### config.mk
export PLATFORM = sky130hd
export DESIGN_NAME = wdg_supervision_timer
export DESIGN_NICKNAME = d
export VERILOG_FILES = /design/src/core/wdg_pkg.sv /design/src/core/wdg_supervision_timer.sv /design/src/core/wdg_osc_tick.sv
export SDC_FILE = /design/constraint.sdc
export NUM_CORES = 1
export LEC_CHECK = 0
export BUFFER_PORTS_ARGS = -buffer_cell sky130_fd_sc_hd__buf_4
export CAP_MARGIN = 20
export CORE_MARGIN = 5
export CORE_UTILIZATION = 35
export CTS_CLUSTER_SIZE = 24
export DETAILED_ROUTE_END_ITERATION = 8
export PLACE_DENSITY_LB_ADDON = 0.12
export SLEW_MARGIN = 20
export SYNTH_ARGS = -nofsm -noshare
export SYNTH_HDL_FRONTEND = slang
export SYNTH_SLANG_ARGS = --single-unit
### constraint.sdc
create_clock -name mclk_i -period 4.9 [get_ports mclk_i]
set_input_delay 0.735 -clock mclk_i [delete_from_list [all_inputs] [get_ports mclk_i]]
set_output_delay 0.735 -clock mclk_i [all_outputs]
set_load 0.02 [all_outputs]
### src/core/wdg_pkg.sv
package wdg_pkg;

  // Register byte addresses.
  localparam logic [7:0] WDG_CTRL_ADDR = 8'h00;
  localparam logic [7:0] WDG_STAT_ADDR = 8'h04;
  localparam logic [7:0] WDG_MASK_ADDR = 8'h08;
  localparam logic [7:0] WDG_RESTART_ADDR = 8'h0c;
  localparam logic [7:0] WDG_COUNT_ADDR = 8'h10;

  // Control register fields.
  localparam int WDG_CTRL_RME_BIT = 0;
  localparam int WDG_CTRL_IME_BIT = 1;
  localparam int WDG_CTRL_CHG_BIT = 2;
  localparam int WDG_CTRL_SEL_LSB = 4;
  localparam int WDG_SEL_W = 3;

  // Status register fields.
  localparam int WDG_STAT_EXP_BIT = 0;
  localparam int WDG_STAT_AON_BIT = 1;

  // Oscillator and system timing.
  localparam int WDG_OSC_KHZ = 128;
  localparam int WDG_MCLK_KHZ = 125000;
  // Cycles of the system clock during which a protected change is accepted.
  localparam int WDG_UNLOCK_CYC = 4;
  localparam int WDG_WIN_W = 3;

  // Reset values.
  localparam logic [WDG_SEL_W-1:0] WDG_SEL_RST = 3'h0;
  localparam logic WDG_RME_RST = 1'b0;
  localparam logic WDG_IME_RST = 1'b0;
  localparam logic WDG_MASK_RST = 1'b0;

endpackage

### src/core/wdg_supervision_timer.sv
`timescale 1ns/1ps
// Overview of operation
// - Counter advances once per cycle of the separate 128 kHz oscillator.
// - At the selected time-out the configured response is produced.
// - The restart instruction clears the counter; software issues it before time-out.
// - Interrupt mode raises an interrupt, never a reset; it can wake from sleep.
// - Reset mode raises a system reset with no interrupt first.
// - Combined mode interrupts first, then switches to reset mode.
// - The always-on setting forces reset enable high and interrupt enable low.
// - Counting continues in every sleep mode once enabled.
// - Clearing reset enable or changing time-out needs a timed sequence.
module wdg_supervision_timer
  import wdg_pkg::*;
#(
  parameter int CNT_W = 20,
  parameter int TO_BASE = 2048
) (
  // Clock, reset and clock enable.
  input wire logic mclk_i,
  input wire logic rst_i,
  input wire logic ce_i,
  // Oscillator, strap and processor restart instruction.
  input wire logic osc_i,
  input wire logic always_on_setting_i,
  input wire logic counter_restart_instr_i,
  // APB slave.
  input wire logic psel_i,
  input wire logic penable_i,
  input wire logic pwrite_i,
  input wire logic [7:0] paddr_i,
  input wire logic [31:0] pwdata_i,
  output logic [31:0] prdata_o,
  output logic pready_o,
  output logic pslverr_o,
  // Responses.
  output logic irq_o,
  output logic sys_reset_o
);

  typedef struct packed {
    logic rme;
    logic ime;
    logic [WDG_SEL_W-1:0] sel;
    logic chg_en;
    logic [WDG_WIN_W-1:0] win;
    logic [CNT_W-1:0] cnt;
    logic flag;
    logic mask;
    logic irq;
    logic rst;
    logic [31:0] rdata;
    logic ready;
    logic err;
  } wdg_state_s;

  localparam wdg_state_s WDG_STATE_RST = '{
    rme: WDG_RME_RST,
    ime: WDG_IME_RST,
    sel: WDG_SEL_RST,
    mask: WDG_MASK_RST,
    default: '0
  };

  wdg_state_s s_q;
  wdg_state_s s_d;
  logic tick;
  logic [CNT_W-1:0] limit;
  logic running;
  logic expire;
  logic restart;
  logic access;
  logic wr;
  logic mapped;
  logic unlock_wr;

  wdg_osc_tick u_tick (
    .mclk_i(mclk_i),
    .rst_i(rst_i),
    .ce_i(ce_i),
    .osc_i(osc_i),
    .tick_o(tick)
  );

  assign access = psel_i & penable_i & s_q.ready;
  assign wr = access & pwrite_i;
  assign mapped = (paddr_i == WDG_CTRL_ADDR) || (paddr_i == WDG_STAT_ADDR) ||
                  (paddr_i == WDG_MASK_ADDR) || (paddr_i == WDG_RESTART_ADDR) ||
                  (paddr_i == WDG_COUNT_ADDR);
  assign limit = CNT_W'(TO_BASE) << s_q.sel;
  assign running = s_q.rme | s_q.ime;
  // Sleep has no input here: the counter only depends on the mode bits.
  assign expire = tick & running & (s_q.cnt >= limit - CNT_W'(1));
  assign restart = counter_restart_instr_i |
                   (wr && paddr_i == WDG_RESTART_ADDR);
  // The window opens only if the change bit and reset enable are written together.
  assign unlock_wr = wr && paddr_i == WDG_CTRL_ADDR &&
                     pwdata_i[WDG_CTRL_CHG_BIT] && pwdata_i[WDG_CTRL_RME_BIT];

  always_comb begin
    s_d = s_q;
    s_d.rst = 1'b0;
    s_d.ready = psel_i & ~penable_i;
    s_d.err = psel_i & ~penable_i & ~mapped;

    // Counter.
    if (restart || expire) begin
      s_d.cnt = '0;
    end else if (tick && running) begin
      s_d.cnt = s_q.cnt + CNT_W'(1);
    end

    // Expiry response.
    if (expire) begin
      if (s_q.ime) begin
        s_d.flag = 1'b1;
        if (s_q.rme) begin
          s_d.ime = 1'b0;
        end
      end else begin
        s_d.rst = 1'b1;
      end
    end

    // Unlock window.
    if (s_q.chg_en) begin
      if (s_q.win == WDG_WIN_W'(WDG_UNLOCK_CYC - 1)) begin
        s_d.chg_en = 1'b0;
      end else begin
        s_d.win = s_q.win + WDG_WIN_W'(1);
      end
    end

    // Register writes.
    if (wr && paddr_i == WDG_CTRL_ADDR) begin
      s_d.ime = pwdata_i[WDG_CTRL_IME_BIT];
      if (s_q.chg_en) begin
        s_d.rme = pwdata_i[WDG_CTRL_RME_BIT];
        s_d.sel = pwdata_i[WDG_CTRL_SEL_LSB +: WDG_SEL_W];
        s_d.chg_en = 1'b0;
      end else begin
        s_d.rme = s_q.rme | pwdata_i[WDG_CTRL_RME_BIT];
        if (unlock_wr) begin
          s_d.chg_en = 1'b1;
          s_d.win = '0;
        end
      end
    end
    if (wr && paddr_i == WDG_MASK_ADDR) begin
      s_d.mask = pwdata_i[WDG_STAT_EXP_BIT];
    end
    // A new expiry wins over a clear in the same cycle.
    if (wr && paddr_i == WDG_STAT_ADDR && pwdata_i[WDG_STAT_EXP_BIT] &&
        !(expire && s_q.ime)) begin
      s_d.flag = 1'b0;
    end

    // The strap overrides every write of reset enable and interrupt enable.
    if (always_on_setting_i) begin
      s_d.rme = 1'b1;
      s_d.ime = 1'b0;
    end

    s_d.irq = s_d.flag & s_d.mask;

    // Read data.
    s_d.rdata = '0;
    if (psel_i && !penable_i && !pwrite_i) begin
      unique case (paddr_i)
        WDG_CTRL_ADDR: begin
          s_d.rdata[WDG_CTRL_RME_BIT] = s_q.rme;
          s_d.rdata[WDG_CTRL_IME_BIT] = s_q.ime;
          s_d.rdata[WDG_CTRL_CHG_BIT] = s_q.chg_en;
          s_d.rdata[WDG_CTRL_SEL_LSB +: WDG_SEL_W] = s_q.sel;
        end
        WDG_STAT_ADDR: begin
          s_d.rdata[WDG_STAT_EXP_BIT] = s_q.flag;
          s_d.rdata[WDG_STAT_AON_BIT] = always_on_setting_i;
        end
        WDG_MASK_ADDR: begin
          s_d.rdata[WDG_STAT_EXP_BIT] = s_q.mask;
        end
        WDG_COUNT_ADDR: begin
          s_d.rdata[CNT_W-1:0] = s_q.cnt;
        end
        default: begin
          s_d.rdata = '0;
        end
      endcase
    end
  end

  always_ff @(posedge mclk_i) begin
    if (rst_i) begin
      s_q <= WDG_STATE_RST;
    end else if (ce_i) begin
      s_q <= s_d;
    end
  end

  assign prdata_o = s_q.rdata;
  assign pready_o = s_q.ready;
  assign pslverr_o = s_q.err;
  assign irq_o = s_q.irq;
  assign sys_reset_o = s_q.rst;
endmodule

### src/core/wdg_osc_tick.sv
`timescale 1ns/1ps
// Brings the oscillator into the system clock and marks each of its rising edges.
module wdg_osc_tick
  import wdg_pkg::*;
(
  // Clock and control.
  input wire logic mclk_i,
  input wire logic rst_i,
  input wire logic ce_i,
  // Oscillator in, one-cycle tick out.
  input wire logic osc_i,
  output logic tick_o
);

  typedef struct packed {
    logic meta;
    logic sync;
    logic prev;
    logic tick;
  } wdg_tick_s;

  wdg_tick_s s_q;
  wdg_tick_s s_d;

  always_comb begin
    s_d = s_q;
    s_d.meta = osc_i;
    s_d.sync = s_q.meta;
    s_d.prev = s_q.sync;
    s_d.tick = s_q.sync & ~s_q.prev;
  end

  always_ff @(posedge mclk_i) begin
    if (rst_i) begin
      s_q <= '0;
    end else if (ce_i) begin
      s_q <= s_d;
    end
  end

  assign tick_o = s_q.tick;

endmodule

==> flow_summary.toml, run 1 <==
[critical_path]
timing.critical_path.required_ns = 5.08
criticalPathCategory = "reg2reg"
critical_path_endpoint_category = "flop"
cp_data_arrival_time_ns = 3.74
start_kind = "flop"
worst-path-max-fanout = 18

[clock_tree]
insertion_delay_ns = 0.34
ctsResizeCount = 0
clkSinkCount = 59
tritoncts = "done"
clock_tree.root_cell = "sky130_fd_sc_hd__clkbuf_8"
clk_transition_reported_paths_ns = 0.07
cts.repair_timing.setup_buffer_count = 0
cts_made_buffers = 9
htree_levels = 3
cts_buffer_depth = 2
holdBufCountCts = 0

[finish]
layout-drive-gt1-share = 0.172
antennaDiodeCount = 0
final_cell_mix = "59 x sky130_fd_sc_hd__dfxtp_1, 46 x sky130_fd_sc_hd__buf_4, 44 x sky130_fd_sc_hd__nor2_1, 30 x sky130_fd_sc_hd__a21oi_1, 26 x sky130_fd_sc_hd__nand2_1"
final_net_count = 463
layout.filler_cells = 944
relative_area_change_from_synthesis_to_final_layout_pct = 13.3
final_common_cell = "sky130_fd_sc_hd__dfxtp_1"

[drt]
wl_per_cell_um = 15.0
drc = 0
totalWireLength_mm = 7.77
first_pass_iters = 4
ant_nets = 0
vias_after_detailed_routing = 2740
routed_via_density = 5.29
drt_first_iter_violations = 138

[power_and_ir_drop]
power.density_cell_area_nw_per_um2 = 289
switching_power_w = 0.000252
power.static_leakage_nw = 1.36
vdd_drop_max_v = 0.000193
clockPowerShare = 0.480
power_switching_share = 0.239
power.internal_w = 0.000803
post-layout-total-power_w = 0.00106
share_seq_of_total_power = 0.459
power_frac_comb = 0.060

[sta]
worst_pin_slew_ns = 1.02
finalSetupViolCount = 0
setup-tns-final_ns = 0
worst_slack_ns = 1.34
final-max-slew-violation-count = 0
final_hold_viol_count = 0
timing.clock.skew_ns = 0.00584
fmax_ghz = 0.281
crit_share_post_route = 0.726
max-slew-margin-rel = 0.316
rsz0062_at_grt = "no"
period_minus_slack_ns = 3.56

[yosys]
postSynthRegisterBits = 59
synth-seq-area-share = 0.366
asyncSetResetFlopFracSynth = 0
post_synth.cell_area_avg_sq_um = 8.39
synth_flop_cell = "sky130_fd_sc_hd__dfxtp_1"
ys_types = 59
number_of_enable_type_register_cells_in_the_synthesized_netlist = 0
synth.cell_area_sq_um = 3220
post_synth_inst_count = 384
synth-warning-count = 0

[placement]
place.gp.congestion = 0.802
dp.final_hpwl_mm = 5.48
placement.setup.worst_slack_ns = 1.35
portBuffers = 46

[floorplan]
height_of_the_die_um = 106
chipWidth_um = 106
cell_rows = 35
dieArea_sq_um = 11200
core_outline_area_sq_um = 9110
ios = 85
start_util = 0.354

[grt]
grt_use_total = 0.142
grt_remaining_overflow = 0
wire_length_of_the_first_global_routing_pass_mm = 12.9
first_global_vias = 2597
pin_count_of_the_biggest_net_entering_global_routing = 43
grt_antenna_before_repair = 0

[run]
drv_cap = 0

[min_path]
hp-class = "reg2reg"

[outcome]
status = "complete, no violations"
[layout make-up]
type                       count  area, sq um  area share
timing repair buffer          46          345      0.0946
clock buffer                  10          138      0.0377
clock inverter                 6         88.8      0.0243
multi-input combinational    279         1730       0.475
sequential                    59         1180       0.324
tap                          111          139      0.0380
inverter                       7         26.3     0.00720
[worst max-delay path, stage by stage, from the launching register on]
cell                      delay, ns
sky130_fd_sc_hd__dfxtp_1       0.40
sky130_fd_sc_hd__or3_1         0.44
sky130_fd_sc_hd__ha_1          0.29
sky130_fd_sc_hd__xor2_1        0.17
sky130_fd_sc_hd__o21a_1        0.19
sky130_fd_sc_hd__ha_1          0.29
sky130_fd_sc_hd__nand4_1       0.16
sky130_fd_sc_hd__nor3_1        0.32
sky130_fd_sc_hd__nand3_1       0.17
sky130_fd_sc_hd__a31oi_2       0.86
sky130_fd_sc_hd__nor2_1        0.11
[flip-flops by register name, summed over array words and instances (netlist names)]
name and cells:
u_tick.s_d 2, irq_o 1, u_tick.tick_o 1, pready_o 1, s_q 31, sys_reset_o 1, u_tick.s_q 1, pslverr_o 1
prdata_o 20
[through the flow]
stage / hold WS, ns / util / cells / cell area, sq um
after floorplan: 0.410 / - / 395 / 3260
after global placement: 0.423 / 0.376 / 502 / 3420
after detailed placement: 0.427 / 0.376 / 502 / 3420
after CTS: 0.438 / 0.401 / 518 / 3650
after global routing: 0.469 / 0.401 / 518 / 3650
final: 0.433 / 0.401 / 518 / 3650
[worst paths after layout]
kind	from	to	slack (ns)	depth (start not counted)
worst max register to register	s_q[63]$_SDFFE_PP0P_	s_q[43]$_SDFFE_PP0P_	1.34	10
worst max-delay path	s_q[63]$_SDFFE_PP0P_	s_q[43]$_SDFFE_PP0P_	1.34	10
worst min register to register	s_q[60]$_SDFFE_PP0P_	s_q[60]$_SDFFE_PP0P_	0.43	2
worst min-delay path	s_q[60]$_SDFFE_PP0P_	s_q[60]$_SDFFE_PP0P_	0.43	2
[routing by layer]
| metal | vias to the layer above | GRT usage | part of all wire |
|---|---|---|---|
| met4 | 0 | 0.0361 | 0.010 |
| met2 | 45 | 0.229 | 0.47 |
| met5 | - | 0 | 0 |
| met1 | 1286 | 0.185 | 0.49 |
| li1 | 1403 | - | - |
| met3 | 6 | 0.0437 | 0.036 |
[kinds of logic (layout without fill, tap and decap cells)]
| group | Yosys count | after routing | share of synthesized area |
|---|---|---|---|
| flops | 59 | 59 | 0.366 |
| fa+ha+maj | 12 | 12 | 0.0466 |
| buf+inv | 57 | 69 | 0.109 |
| simple gates | 137 | 137 | 0.219 |
| compound gates | 101 | 101 | 0.211 |
| other cells | 2 | 13 | 0.00233 |
| xor+xnor | 9 | 9 | 0.0245 |
| mux | 7 | 7 | 0.0221 |
[power groups by stage]
stage	combinational, W	sequential, W	clock [W]
after floorplan	0.0000433	0.000496	0
after global placement	0.0000634	0.000495	0
after detailed placement	0.0000639	0.000496	0
after CTS	0.0000639	0.000484	0.000525
after global routing	0.0000701	0.000485	0.000548
final	0.0000638	0.000484	0.000507
[Yosys cell counts, types with 5 or more instances]
master,instances,area share
sky130_fd_sc_hd__dfxtp_1,59,0.37
sky130_fd_sc_hd__nor2_1,44,0.051
sky130_fd_sc_hd__buf_4,33,0.077
sky130_fd_sc_hd__a21oi_1,30,0.047
sky130_fd_sc_hd__nand2_1,26,0.030
sky130_fd_sc_hd__o21ai_0,19,0.030
sky130_fd_sc_hd__a22oi_1,16,0.037
sky130_fd_sc_hd__ha_1,12,0.047
sky130_fd_sc_hd__or3_1,11,0.021
sky130_fd_sc_hd__clkbuf_1,10,0.012
sky130_fd_sc_hd__nand3_1,10,0.016
sky130_fd_sc_hd__nor3_1,8,0.012
sky130_fd_sc_hd__xor2_1,8,0.022
sky130_fd_sc_hd__inv_1,7,0.0082
sky130_fd_sc_hd__mux2i_1,6,0.019
sky130_fd_sc_hd__o31ai_1,6,0.014
sky130_fd_sc_hd__or4_1,6,0.014
sky130_fd_sc_hd__nand4_1,5,0.0097
sky130_fd_sc_hd__nor4_1,5,0.0097
Power figures use the tool's default switching activity.
==> run 2: changes to the inputs <==
==> constraint.sdc (replaced) <==
create_clock -name mclk_i -period 3.4 [get_ports mclk_i]
set_input_delay 0.51 -clock mclk_i [delete_from_list [all_inputs] [get_ports mclk_i]]
set_output_delay 0.51 -clock mclk_i [all_outputs]
set_load 0.02 [all_outputs]
==> flow_summary.toml, run 2 (same netlist as run 1, synthesis figures left out) <==
[outcome]
status = "complete, no violations"

[grt]
grt_use_total = 0.145
grt_antenna_before_repair = 0
wire_length_of_the_first_global_routing_pass_mm = 13.1
first_global_vias = 2623
pin_count_of_the_biggest_net_entering_global_routing = 43
grt_remaining_overflow = 0

[clock_tree]
cts_made_buffers = 9
htree_levels = 3
clk_transition_reported_paths_ns = 0.07
holdBufCountCts = 0
cts.repair_timing.setup_buffer_count = 0
clock_tree.root_cell = "sky130_fd_sc_hd__clkbuf_8"
clkSinkCount = 59
cts_buffer_depth = 2
ctsResizeCount = 0
insertion_delay_ns = 0.35
tritoncts = "done"

[floorplan]
chipWidth_um = 106
height_of_the_die_um = 106
dieArea_sq_um = 11200
start_util = 0.354
core_outline_area_sq_um = 9110
cell_rows = 35
ios = 85

[finish]
layout.core_utilization = 0.404
largest_register = "s_q"
final_cell_mix = "59 x sky130_fd_sc_hd__dfxtp_1, 50 x sky130_fd_sc_hd__buf_4, 44 x sky130_fd_sc_hd__nor2_1, 30 x sky130_fd_sc_hd__a21oi_1, 26 x sky130_fd_sc_hd__nand2_1"
final_common_cell = "sky130_fd_sc_hd__dfxtp_1"
instances_no_fill = 523
largest_register_ffs = 31
layout-drive-gt1-share = 0.180
relative_area_change_from_synthesis_to_final_layout_pct = 14.1
antennaDiodeCount = 0
final_net_count = 468

[critical_path]
cp_cell_sequence = "or3_1, ha_1, nor3_1, a21o_1, a21oi_1, ha_1, a21oi_1, o21ai_0, a221oi_1, o21ai_0, a22o_1"
critical_path.n_buffers_inverters = 0
timing.critical_path.required_ns = 3.65
slowest_delay_ns = 0.62
slowest_stage_cell_on_the_critical_path = "sky130_fd_sc_hd__a221oi_1"
worst-path-max-fanout = 6
criticalPathCategory = "reg2reg"
cp_data_arrival_time_ns = 3.36
critical_path_endpoint_category = "flop"
start_kind = "flop"
timing.critical_path.max_delay_family = "compound AO/OA/AOI/OAI gates"

[run]
drv_cap = 0

[drt]
totalWireLength_mm = 7.69
vias_after_detailed_routing = 2773
drc = 0
ant_nets = 0
wl_per_cell_um = 14.7
drt_first_iter_violations = 134
routed_via_density = 5.30
first_pass_iters = 4

[sta]
final_hold_viol_count = 0
worst_slack_ns = 0.284
rsz0062_at_grt = "no"
fmax_ghz = 0.321
timing.clock.skew_ns = 0.0103
crit_share_post_route = 0.916
finalSetupViolCount = 0
max-slew-margin-rel = 0.434
worst_pin_slew_ns = 0.846
setup-tns-final_ns = 0
final-max-slew-violation-count = 0
period_minus_slack_ns = 3.12

[placement]
place.gp.congestion = 0.803
placement.setup.worst_slack_ns = 0.354
dp.final_hpwl_mm = 5.43
placed_cells_incl_taps = 506
portBuffers = 46

[power_and_ir_drop]
power.static_leakage_nw = 1.38
power_frac_comb = 0.067
power.internal_w = 0.00108
vdd_drop_max_v = 0.000200
switching_power_w = 0.000354
clockPowerShare = 0.448
power.density_cell_area_nw_per_um2 = 391
power_switching_share = 0.246
post-layout-total-power_w = 0.00144
share_seq_of_total_power = 0.485

[min_path]
hp-class = "in2reg"
[run 2: power groups by stage]
stage | registers, W | logic [W] | clock network, W
detailed placement | 0.000714 | 0.0000928 | 0
CTS | 0.000698 | 0.0000928 | 0.000660
global route | 0.000699 | 0.000107 | 0.000696
global placement | 0.000714 | 0.0000924 | 0
floorplan | 0.000714 | 0.0000624 | 0
finish | 0.000698 | 0.0000964 | 0.000644
[run 2: area by class of cell]
class / instances / area (sq um)
Fill cell: 955 / 5430
Multi-Input combinational cell: 279 / 1730
Sequential cell: 59 / 1180
Timing Repair Buffer: 51 / 403
Clock buffer: 11 / 141
Tap cell: 111 / 139
Clock inverter: 5 / 52.6
Inverter: 7 / 26.3
[run 2: per-stage QoR]
step | cell area, sq um | hold WS (ns)
finish | 3680 | 0.400
global placement | 3450 | 0.422
CTS | 3650 | 0.392
detailed placement | 3450 | 0.424
floorplan | 3260 | 0.410
global route | 3680 | 0.409
[run 2: tightest hold or removal path, stage by stage]
cell	delay [ns]
sky130_fd_sc_hd__buf_4	0.08
sky130_fd_sc_hd__mux2i_1	0.05
sky130_fd_sc_hd__nor2_1	0.07
[run 2: per-layer routing]
layer,GRT usage,up-vias,share of wire
met4,0.0490,0,0.016
met5,0,-,0
li1,-,1423,-
met3,0.0461,10,0.050
met1,0.193,1285,0.48
met2,0.221,55,0.45
[run 2: path summary, 6_finish.rpt]
check	from	endpoint	slack, ns	cells after the start
setup / recovery	s_q[63]$_SDFFE_PP0P_	irq_o$_SDFFE_PP0P_	0.28	11
hold / removal	osc_i	u_tick.s_d[2]$_SDFFE_PP0P_	0.40	3
hold reg to reg	s_q[60]$_SDFFE_PP0P_	s_q[60]$_SDFFE_PP0P_	0.43	2
setup reg to reg	s_q[63]$_SDFFE_PP0P_	irq_o$_SDFFE_PP0P_	0.28	11
==> run 3: changes to the inputs <==
--- a/config.mk
+++ b/config.mk
@@ -8,11 +8,12 @@
 export BUFFER_PORTS_ARGS = -buffer_cell sky130_fd_sc_hd__buf_4
 export CAP_MARGIN = 20
 export CORE_MARGIN = 5
-export CORE_UTILIZATION = 35
+export CORE_UTILIZATION = 32
 export CTS_CLUSTER_SIZE = 24
 export DETAILED_ROUTE_END_ITERATION = 8
 export PLACE_DENSITY_LB_ADDON = 0.12
-export SLEW_MARGIN = 20
+export SLEW_MARGIN = 25
 export SYNTH_ARGS = -nofsm -noshare
 export SYNTH_HDL_FRONTEND = slang
+export SYNTH_HIERARCHICAL = 1
 export SYNTH_SLANG_ARGS = --single-unit
==> flow_summary.toml, run 3 <==
[sta]
setup-tns-final_ns = 0
crit_share_post_route = 0.832
final_hold_viol_count = 0
rsz0062_at_grt = "no"
max-slew-margin-rel = 0.580
timing.clock.skew_ns = 0.00805
finalSetupViolCount = 0
final-max-slew-violation-count = 0
fmax_ghz = 0.353
period_minus_slack_ns = 2.83
worst_pin_slew_ns = 0.624
fin_worst_hold_slack_ns = 0.410

[yosys]
number_of_enable_type_register_cells_in_the_synthesized_netlist = 0
yosys.area.top_type_share = 0.366
ys_types = 57
synth.cell_area_sq_um = 3230
asyncSetResetFlopFracSynth = 0
synth-warning-count = 6
synthMostInstantiatedCell = "sky130_fd_sc_hd__nor2_1"
post_synth_inst_count = 380
synth-seq-area-share = 0.366
synth_flop_cell = "sky130_fd_sc_hd__dfxtp_1"
library_cell_occupying_the_most_area_in_the_post_synthesis_netlist = "sky130_fd_sc_hd__dfxtp_1"
postSynthRegisterBits = 59
post_synth.cell_area_avg_sq_um = 8.49
synth.cells.most_frequent = "65 x sky130_fd_sc_hd__nor2_1, 59 x sky130_fd_sc_hd__dfxtp_1, 33 x sky130_fd_sc_hd__buf_4"
largest_cells_by_area_after_synthesis = "sky130_fd_sc_hd__dfxtp_1 37%, sky130_fd_sc_hd__buf_4 7.7%, sky130_fd_sc_hd__nor2_1 7.6%"

[critical_path]
slowest_delay_ns = 0.41
cp_cell_sequence = "or3_1, ha_1, xor2_1, o21a_1, ha_1, a21oi_1, o21ai_0, a21o_1, o21ai_2, a21oi_2, buf_4, nor2_1"
start_kind = "flop"
slowest_stage_cell_on_the_critical_path = "sky130_fd_sc_hd__or3_1"
timing.critical_path.max_delay_family = "compound AO/OA/AOI/OAI gates"
criticalPathCategory = "reg2reg"
worst_path_most_repeated_cell = "sky130_fd_sc_hd__ha_1"
critical_path.n_buffers_inverters = 1
worstSetupStartpoint = "s_q[63]$_SDFFE_PP0P_"
timing.critical_path.required_ns = 3.67
cp_data_arrival_time_ns = 3.10
worst-path-max-fanout = 18
critical_path_endpoint_category = "flop"
worstReg2RegStart = "s_q[63]$_SDFFE_PP0P_"

[placement]
place.gp.congestion = 0.761
placedInstanceArea_sq_um = 3460
portBuffers = 46
dp.final_hpwl_mm = 5.29

[finish]
final_cell_mix = "65 x sky130_fd_sc_hd__nor2_1, 59 x sky130_fd_sc_hd__dfxtp_1, 49 x sky130_fd_sc_hd__buf_4, 22 x sky130_fd_sc_hd__nand2_1, 17 x sky130_fd_sc_hd__a21oi_1"
final_common_cell = "sky130_fd_sc_hd__nor2_1"
final_net_count = 462
final_area_sq_um = 3640
multi_input_area_sq_um = 1710
largest_register_ffs = 31
largest_register = "s_q"
layout-drive-gt1-share = 0.195
layout.filler_cells = 1041
relative_area_change_from_synthesis_to_final_layout_pct = 12.9
ff_latch_area_sq_um = 1180
antennaDiodeCount = 0

[clock_tree]
cts.repair_timing.setup_buffer_count = 0
insertion_delay_ns = 0.33
cts_buffer_depth = 2
cts_made_buffers = 9
tritoncts = "done"
clk_transition_reported_paths_ns = 0.07
clkSinkCount = 59
holdBufCountCts = 0
clock_tree.root_cell = "sky130_fd_sc_hd__clkbuf_8"
ctsResizeCount = 0
htree_levels = 3

[power_and_ir_drop]
power.static_leakage_nw = 1.43
vdd_drop_max_v = 0.000136
power.density_cell_area_nw_per_um2 = 378

[drt]
vias_after_detailed_routing = 2528
ant_nets = 0
drc = 0
routed_via_density = 4.69
first_pass_iters = 4
wl_per_cell_um = 13.6
drt_first_iter_violations = 81
totalWireLength_mm = 7.35

[min_path]
hold_start = "osc_i"
hp-class = "in2reg"

[grt]
wire_length_of_the_first_global_routing_pass_mm = 12.3
grt_use_total = 0.123
grt_remaining_overflow = 0
pin_count_of_the_biggest_net_entering_global_routing = 44
grt_antenna_before_repair = 0
first_global_vias = 2531

[floorplan]
ios = 85
core_outline_area_sq_um = 9820
dieArea_sq_um = 12200
start_util = 0.328
height_of_the_die_um = 110
chipWidth_um = 110
cell_rows = 36

[run]
drv_cap = 0

[outcome]
status = "complete, no violations"
## run 3: cell type report
cell class	instances	area share
flip-flops and latches	59	0.324
clock inverters	4	0.00687
multi-input cells	272	0.469
clock buffers	12	0.0426
well taps	133	0.0457
repair buffers	49	0.101
inverters	10	0.0103
## run 3: worst paths after layout
path	end	slack, ns	depth (start not counted)
worst min-delay path	u_tick/s_d[2]$_SDFFE_PP0P_	0.41	3
worst max register to register	s_q[52]$_SDFFE_PP0P_	0.57	12
worst min register to register	s_q[60]$_SDFFE_PP0P_	0.43	2
worst max-delay path	s_q[52]$_SDFFE_PP0P_	0.57	12
## run 3: cell families after synthesis
| kind of cell | Yosys count | synth area share |
|---|---|---|
| and+or+nand+nor | 150 | 0.241 |
| AOI/OAI and AO/OA | 69 | 0.147 |
| buffers and inverters | 60 | 0.117 |
| DFF | 59 | 0.366 |
| xor gates and xnor gates | 21 | 0.0570 |
| adders and majority gates | 12 | 0.0465 |
| muxes | 7 | 0.0225 |
| other | 2 | 0.00233 |
## run 3: tightest hold or removal path, cell delays in order
cell,delay [ns]
sky130_fd_sc_hd__buf_4,0.08
sky130_fd_sc_hd__mux2i_1,0.05
sky130_fd_sc_hd__nor2_1,0.07
## run 3: metal layers
metal,GRT usage,up-vias,part of all wire
met5,0,-,0
met4,0.0517,0,0.015
met3,0.0323,11,0.041
met2,0.201,49,0.47
met1,0.153,1146,0.47
li1,-,1322,-
## run 3: stage by stage
step,util,instances,setup slack (ns),power [W]
floorplan,-,391,0.590,0.000784
finish,0.371,539,0.570,0.00137
global placement,0.352,523,0.568,0.000813
global route,0.371,539,0.392,0.00145
CTS,0.371,539,0.539,0.00140
detailed placement,0.352,523,0.563,0.000813
## run 3: report_power, final
part | switching, W | internal, W
registers | 0.00000402 | 0.000696
clock network | 0.000278 | 0.000302
logic | 0.0000615 | 0.0000343
total | 0.000343 | 0.00103
